## config.mk

```make
export PLATFORM = sky130hd
export DESIGN_NAME = gppc_port_ctrl
export DESIGN_NICKNAME = d
export VERILOG_FILES = /design/src/logic/gppc_pkg.sv /design/src/logic/gppc_port_ctrl.sv
export SDC_FILE = /design/constraint.sdc
export NUM_CORES = 2
export LEC_CHECK = 0
export BUFFER_PORTS_ARGS = -buffer_cell sky130_fd_sc_hd__buf_2
export CAP_MARGIN = 10
export CORE_AREA = 10 10 618 620
export CTS_CLUSTER_SIZE = 24
export DETAILED_ROUTE_END_ITERATION = 10
export DIE_AREA = 0 0 628 630
export PLACE_DENSITY = 0.52
export REMOVE_ABC_BUFFERS = 1
export SLEW_MARGIN = 20
export SYNTH_ARGS = -nofsm -noshare
export SYNTH_HDL_FRONTEND = slang
export SYNTH_SLANG_ARGS = --single-unit
```

## constraint.sdc

```tcl
create_clock -name clk -period 76.8 [get_ports clk]
set_clock_uncertainty 0.15 [all_clocks]
set_input_delay 11.52 -clock clk [delete_from_list [all_inputs] [get_ports clk]]
set_output_delay 11.52 -clock clk [all_outputs]
set_load 0.02 [all_outputs]
```

## src/logic/gppc_pkg.sv

```systemverilog
// constants, register map and bus carrier for the general port pin control
// assumes a single system clock and a plain strobe register port
package gppc_pkg;
  localparam int unsigned GPPC_MAX_PORTS = 12;
  localparam int unsigned GPPC_PINS      = 8;
  localparam int unsigned GPPC_AW        = 8;
  localparam int unsigned GPPC_DW        = 16;
  localparam int unsigned GPPC_ALT_FUNCS = 7;

  // register map: addr[7:4] port, addr[3:0] register
  localparam logic [3:0] GPPC_REG_DOUT   = 4'h8;
  localparam logic [3:0] GPPC_REG_DIN    = 4'h9;
  localparam logic [3:0] GPPC_REG_PMD    = 4'hA;
  localparam logic [3:0] GPPC_REG_PSL    = 4'hB;
  localparam logic [3:0] GPPC_GLOBAL     = 4'hF;
  localparam logic [3:0] GPPC_REG_CLKSEL = 4'h0;
  localparam logic [3:0] GPPC_REG_XTMODE = 4'h1;
  localparam logic [3:0] GPPC_REG_XTDIN  = 4'h2;

  // pin mode field positions
  localparam int unsigned GPPC_IE_BIT    = 0;
  localparam int unsigned GPPC_OE_BIT    = 1;
  localparam int unsigned GPPC_PU_BIT    = 2;
  localparam int unsigned GPPC_OD_BIT    = 3;
  localparam int unsigned GPPC_FN_LSB    = 4;
  localparam int unsigned GPPC_FN_W      = 4;
  localparam int unsigned GPPC_PMD_LVL   = 8;

  // reset values
  localparam logic [7:0]  GPPC_MODE_RST  = 8'h00;
  localparam logic [7:0]  GPPC_BOOT_RST  = 8'h05;
  localparam logic [7:0]  GPPC_DOUT_RST  = 8'h00;
  localparam logic [15:0] GPPC_PMD_RST   = 16'h0000;
  localparam logic [7:0]  GPPC_PSL_RST   = 8'h00;
  localparam int unsigned GPPC_BOOT_PIN  = 1;
  localparam int unsigned GPPC_TEST_PIN  = 0;

  typedef enum logic [3:0] {
    GPPC_FN_PRIMARY = 4'b0000,
    GPPC_FN_LAST    = 4'b0111
  } gppc_fn_type;

  typedef struct packed {
    logic [GPPC_AW-1:0] addr;
    logic [GPPC_DW-1:0] wdata;
    logic               wr;
    logic               rd;
  } gppc_bus_req_type;
endpackage : gppc_pkg

```

## src/logic/gppc_port_ctrl.sv

```systemverilog
// per-pin mode, data, carrier and loop-back logic for the general ports
// assumes pins arrive asynchronously; timers and peripherals share clk
module gppc_port_ctrl
  import gppc_pkg::*;
#(
  parameter int unsigned NPORTS   = 12,
  parameter int unsigned NCARRIER = 4
) (
  input  wire logic                                clk,
  input  wire logic                                rst,
  input  wire gppc_pkg::gppc_bus_req_type          bus_req,
  output logic [gppc_pkg::GPPC_DW-1:0]             bus_rdata,
  input  wire logic [NPORTS*gppc_pkg::GPPC_PINS-1:0] pin_in,
  output logic [NPORTS*gppc_pkg::GPPC_PINS-1:0]    pin_out,
  output logic [NPORTS*gppc_pkg::GPPC_PINS-1:0]    pin_oe,
  output logic [NPORTS*gppc_pkg::GPPC_PINS-1:0]    pin_pullup,
  input  wire logic [NPORTS*gppc_pkg::GPPC_PINS-1:0][gppc_pkg::GPPC_ALT_FUNCS-1:0] alt_out,
  output logic [NPORTS*gppc_pkg::GPPC_PINS-1:0][gppc_pkg::GPPC_FN_W-1:0] func_sel,
  output logic [NPORTS*gppc_pkg::GPPC_PINS-1:0]    periph_in,
  input  wire logic                                timer0_out,
  input  wire logic                                ftimer0_out,
  input  wire logic                                debug_active,
  input  wire logic [1:0]                          xt_pin_in,
  output logic [1:0]                               xt_in_en
);
  import gppc_pkg::*;

  localparam int unsigned NPIN = NPORTS * GPPC_PINS;
  localparam int unsigned NCR  = (NCARRIER == 0) ? 1 : NCARRIER;

  //////////////////////////////////////////////////////////////////////////////
  // port count check
  if (NPORTS < 1 || NPORTS > GPPC_MAX_PORTS || NCARRIER > NPORTS) begin : g_bad
    $error("gppc_port_ctrl: unsupported port or carrier count");
  end

  typedef struct packed {
    logic [NPIN-1:0][7:0]   mode;
    logic [NPORTS-1:0][7:0] dout;
    logic [NCR-1:0][15:0]   pmd;
    logic [NCR-1:0][7:0]    psl;
    logic                   clk_sel;
    logic [1:0]             xt_mode;
    logic [NPIN-1:0]        sync1;
    logic [NPIN-1:0]        sync2;
    logic [1:0]             xsync1;
    logic [1:0]             xsync2;
    logic [NPIN-1:0]        drv_lvl;
    logic [NPIN-1:0]        pad_out;
    logic [NPIN-1:0]        pad_oe;
    logic [NPIN-1:0]        pad_pu;
    logic [NPIN-1:0]        pin_fn_in;
    logic [1:0]             xt_en;
    logic [GPPC_DW-1:0]     rdata;
  } gppc_state_type;

  gppc_state_type st_r;
  gppc_state_type st_nxt;

  //////////////////////////////////////////////////////////////////////////////
  // next state
  always_comb begin
    logic [3:0]         port_a;
    logic [3:0]         reg_a;
    logic [7:0]         md;
    logic [3:0]         fn;
    logic               base;
    logic               lvl;
    logic               car;
    logic               ie;
    logic               oe;
    logic [GPPC_DW-1:0] rd;
    int unsigned        p;
    int unsigned        m;
    port_a = bus_req.addr[7:4];
    reg_a  = bus_req.addr[3:0];
    md     = 8'h00;
    fn     = 4'h0;
    base   = 1'b0;
    lvl    = 1'b0;
    car    = 1'b0;
    ie     = 1'b0;
    oe     = 1'b0;
    rd     = 16'h0000;
    p      = 0;
    m      = 0;
    st_nxt = st_r;

    // two-stage synchronisers
    st_nxt.sync1  = pin_in;
    st_nxt.sync2  = st_r.sync1;
    st_nxt.xsync1 = xt_pin_in;
    st_nxt.xsync2 = st_r.xsync1;

    // register writes
    if (bus_req.wr) begin
      if (port_a == GPPC_GLOBAL) begin
        if (reg_a == GPPC_REG_CLKSEL) begin
          st_nxt.clk_sel = bus_req.wdata[0];
        end
        if (reg_a == GPPC_REG_XTMODE) begin
          st_nxt.xt_mode = {bus_req.wdata[8], bus_req.wdata[0]};
        end
      end else if (32'(port_a) < NPORTS) begin
        if (reg_a < GPPC_REG_DOUT) begin
          st_nxt.mode[32'(port_a) * GPPC_PINS + 32'(reg_a)] = bus_req.wdata[7:0];
        end
        if (reg_a == GPPC_REG_DOUT) begin
          st_nxt.dout[port_a] = bus_req.wdata[7:0];
        end
        if (32'(port_a) < NCARRIER && reg_a == GPPC_REG_PMD) begin
          st_nxt.pmd[port_a] = bus_req.wdata;
        end
        if (32'(port_a) < NCARRIER && reg_a == GPPC_REG_PSL) begin
          st_nxt.psl[port_a] = bus_req.wdata[7:0];
        end
      end
    end

    // pin datapath
    for (int unsigned i = 0; i < NPIN; i++) begin
      p  = i / GPPC_PINS;
      m  = i % GPPC_PINS;
      md = st_r.mode[i];
      fn = md[GPPC_FN_LSB +: GPPC_FN_W];
      ie = md[GPPC_IE_BIT];
      oe = md[GPPC_OE_BIT];
      if (fn != GPPC_FN_PRIMARY && fn <= GPPC_FN_LAST) begin
        base = alt_out[i][fn[2:0] - 3'd1];
      end else begin
        base = st_r.dout[p][m];
      end
      lvl = base;
      if (p < NCARRIER) begin
        // 0 timer 0, 1 functional timer
        car = st_r.psl[p][m] ? ftimer0_out : timer0_out;
        if (st_r.pmd[p][m]) begin
          if (st_r.pmd[p][GPPC_PMD_LVL + m]) begin
            lvl = base | car;
          end else begin
            lvl = base & car;
          end
        end
      end
      if (i == GPPC_TEST_PIN && debug_active) begin
        oe = 1'b0;
        ie = 1'b0;
      end
      st_nxt.drv_lvl[i] = lvl;
      // released when off or od high
      st_nxt.pad_oe[i]  = oe & ~(md[GPPC_OD_BIT] & lvl);
      st_nxt.pad_out[i] = lvl & ~md[GPPC_OD_BIT];
      st_nxt.pad_pu[i]  = md[GPPC_PU_BIT] & ~(i == GPPC_TEST_PIN && debug_active);
      st_nxt.pin_fn_in[i] = ie & st_r.sync2[i];
    end

    // clock selection overrides crystal pin mode
    st_nxt.xt_en = st_r.clk_sel ? 2'b00 : st_r.xt_mode;

    // register reads
    if (bus_req.rd) begin
      if (port_a == GPPC_GLOBAL) begin
        case (reg_a)
          GPPC_REG_CLKSEL: rd = {15'h0000, st_r.clk_sel};
          GPPC_REG_XTMODE: rd = {7'h00, st_r.xt_mode[1], 7'h00, st_r.xt_mode[0]};
          GPPC_REG_XTDIN:  rd = {14'h0000, st_r.xsync2 & st_r.xt_en};
          default:         rd = 16'h0000;
        endcase
      end else if (32'(port_a) < NPORTS) begin
        p = 32'(port_a);
        if (reg_a < GPPC_REG_DOUT) begin
          rd = {8'h00, st_r.mode[p * GPPC_PINS + 32'(reg_a)]};
        end else if (reg_a == GPPC_REG_DOUT) begin
          rd = {8'h00, st_r.dout[p]};
        end else if (reg_a == GPPC_REG_DIN) begin
          for (int unsigned j = 0; j < GPPC_PINS; j++) begin
            md = st_r.mode[p * GPPC_PINS + j];
            if (!(p * GPPC_PINS + j == GPPC_TEST_PIN && debug_active)) begin
              if (md[GPPC_IE_BIT] && md[GPPC_OE_BIT]) begin
                rd[j] = st_r.drv_lvl[p * GPPC_PINS + j];
              end else if (md[GPPC_IE_BIT]) begin
                rd[j] = st_r.sync2[p * GPPC_PINS + j];
              end
            end
          end
        end else if (p < NCARRIER && reg_a == GPPC_REG_PMD) begin
          rd = st_r.pmd[p];
        end else if (p < NCARRIER && reg_a == GPPC_REG_PSL) begin
          rd = {8'h00, st_r.psl[p]};
        end
      end
    end
    st_nxt.rdata = rd;
  end

  //////////////////////////////////////////////////////////////////////////////
  // state register
  always_ff @(posedge clk or posedge rst) begin
    if (rst) begin
      st_r <= '0;
      for (int unsigned i = 0; i < NPIN; i++) begin
        st_r.mode[i] <= GPPC_MODE_RST;
      end
      st_r.mode[GPPC_BOOT_PIN] <= GPPC_BOOT_RST;
      for (int unsigned k = 0; k < NPORTS; k++) begin
        st_r.dout[k] <= GPPC_DOUT_RST;
      end
      for (int unsigned k = 0; k < NCR; k++) begin
        st_r.pmd[k] <= GPPC_PMD_RST;
        st_r.psl[k] <= GPPC_PSL_RST;
      end
      st_r.pad_pu[GPPC_BOOT_PIN] <= 1'b1;
    end else begin
      st_r <= st_nxt;
    end
  end

  //////////////////////////////////////////////////////////////////////////////
  // outputs
  always_comb begin
    bus_rdata  = st_r.rdata;
    pin_out    = st_r.pad_out;
    pin_oe     = st_r.pad_oe;
    pin_pullup = st_r.pad_pu;
    periph_in  = st_r.pin_fn_in;
    xt_in_en   = st_r.xt_en;
    for (int unsigned i = 0; i < NPIN; i++) begin
      func_sel[i] = st_r.mode[i][GPPC_FN_LSB +: GPPC_FN_W];
    end
  end
endmodule : gppc_port_ctrl

```

==> impl_metrics.yaml <==
die:
  io_pins: 1587
  rows: 223
  die_width_um: 628
  initial_core_util: 0.231
  die_h_um: 630
  die-area_um2: 396000
  core_um2: 369000
sta:
  fmax_ghz: 0.0618
  rsz0062_at_grt: "no"
  relSlewSlack: 0.203
  worst_slew_pin_slew_ns: 1.20
  fin_crit_ns: 16.19
  hold_ws_ns: 0.174
  setup_violations: 0
  fin_tns_setup_ns: 0
  worst_slack_ns: 60.61
  maxSlewViolCount: 0
  finalCritPeriodShare: 0.211
  hold_viol: 0
final_layout:
  seqCellArea_um2: 41500
  fillers: 38014
  area_delta_synth_final_pct: 17.7
  drive_gt1_frac: 0.480
  nets: 8241
  multi_input_area_um2: 35300
  design_area_um2: 100000
  utilization: 0.272
place:
  hpwl_um: 383000
  dp_slack_ns: 59.39
  port_buffers: 1586
  gp_congestion: 0.968
  place_area_um2: 93200
clock_tree:
  cts.path.max_buffers: 4
  h-tree-depth: 4
  cts_sinks: 1657
  root_buffer: "clkbuf_16"
  holdBufCountCts: 0
  post_cts.repair.setup_buffers: 0
  clk_pin_slew_worst_paths_ns: 0.06
  cts_resized: 0
  clk_latency_ns: 0.88
  cts_tree: "done"
  numCtsBuffers: 191
status:
  status: "finished clean"
drt:
  drc_errors: 0
  drt_first_pass_iters: 7
  post_drt_via_cell_ratio: 4.84
  drtIter0Drc: 5767
  wl_per_cell_um: 37.6
  num_vias: 60310
  postRouteAntennaNets: 0
  drt-total-wl_um: 468000
worst_setup_path:
  required_ns: 77.55
  reg2reg_depth: 7
  crit_type: "input port to asynchronous set/reset pin"
  cp_max_fo: 100
  cp-end-kind: "asynchronous set/reset pin"
  critPathLaunchType: "input port"
  arrival_ns: 16.94
synth:
  ys.flop_type: "dfrtp_1"
  synth.avg_cell_area_um2: 13.1
  synth.top_cell.area_share: 0.487
  async_flop_share: 1.00
  syn_inst: 6476
  synth_edf_count: 0
  synth_most_common_cell: "dfrtp_1"
  yosys_warnings: 0
  synth_top_area_cell: "dfrtp_1"
  ys_seq_area_frac: 0.488
  ys_ff_latch: 1657
  netlist_area_um2: 85000
  synth_cell_type_count: 76
  ys_top_cells_by_count: "dfrtp_1, mux2_2, buf_4, mux4_2, inv_1"
  synthTopCellsByArea: "dfrtp_1, mux4_2, mux2_2, buf_4, mux2i_1"
global_routing:
  grt_pass1_wl_um: 614000
  antenna_found_initial: 124
  grt_max_degree: 160
  grtUsageTotal: 0.227
  grt_overflow: 0
  grt_pass1_vias: 62054
power_and_ir_drop:
  pwr_density_cell_nw_per_um2: 23.2
  p_comb_frac: 0.150
  p_clk_frac: 0.432
  p_switching_uw: 686
  p_sw_frac: 0.295
  p_int_uw: 1640
  p_leak_uw: 0.0470
  seq_power_share: 0.418
  vdd_ir_drop_max_mv: 0.0171
min_path:
  worstHoldPathCells: 0
  hp-class: "register to register"
flow_run:
  drv_cap: 0
registers in the layout, indices dropped and copies added, names as in the netlist, 16 cells and up:
register    flops
periph_in      96
pin_out        96
pin_oe         96
st_nxt        193
bus_rdata      16
pin_pullup     96
st_r          678
func_sel      384
path summary, 6_finish.rpt:
kind | start | endpoint | slack (ns)
max | rst | func_sel[379] | 60.61
min | st_nxt[588] | st_r[588] | 0.17
max reg2reg | func_sel[4] | pin_out[1] | 73.06
min reg2reg | st_nxt[588] | st_r[588] | 0.17
max in group clk | bus_req[21] | func_sel[315] | 61.38
min in group asynchronous | rst | func_sel[230] | 10.60
power by group through the flow:
stage,clock [uW],combinational [uW],sequential [uW]
detailed placement,0,353,986
CTS,1030,355,971
global route,1060,370,975
global placement,0,349,985
floorplan,0,138,989
finish,1010,349,972
metal layers:
metal / track usage / share of wire
met3: 0.0690 / 0.086
met1: 0.271 / 0.38
met2: 0.385 / 0.49
met5: 0 / 0.00059
met4: 0.0802 / 0.044
final cells by class:
cell class                      instances  area share
Inverter                              279      0.0105
Sequential cell                      1657       0.414
Clock inverter                         94      0.0148
Clock buffer                          252      0.0533
Timing Repair Buffer                 1727      0.0913
Multi-Input combinational cell       3454       0.353
Antenna cell                           50     0.00125
Tap cell                             4950      0.0619
cell families after synthesis:
kind of cell,synth area share
mux,0.284
compound gates,0.0480
flops,0.488
xor+xnor,0.00340
buf+inv,0.0990
simple gates,0.0588
fa+ha+maj,0.0191
metrics by stage:
| stage | std cells | power (uW) |
|---|---|---|
| global placement | 12067 | 1330 |
| detailed placement | 12067 | 1340 |
| CTS | 12413 | 2350 |
| floorplan | 5390 | 1130 |
| global route | 12434 | 2410 |
| finish | 12463 | 2330 |
cells in the final DEF (no fill, tap or decap), drive strengths merged, types with 175 or more instances in the layout:
cell type | netlist | layout
buf | 911 | 1727
clkbuf | 175 | 252
dfrtp | 1654 | 1654
inv | 278 | 291
mux2 | 948 | 948
mux2i | 242 | 242
mux4 | 490 | 490
nand2 | 254 | 254
nor2 | 210 | 210
nor2b | 175 | 175
o21ai | 201 | 201
worst max-delay path, cell delays in order:
cell and delay [ns]:
buf_2 0.15, inv_8 0.46, buf_4 0.76, buf_4 0.83
buf_4 0.74, buf_4 0.60, buf_4 0.78, buf_4 0.74
Note: power is estimated with default switching activity, not from simulation.
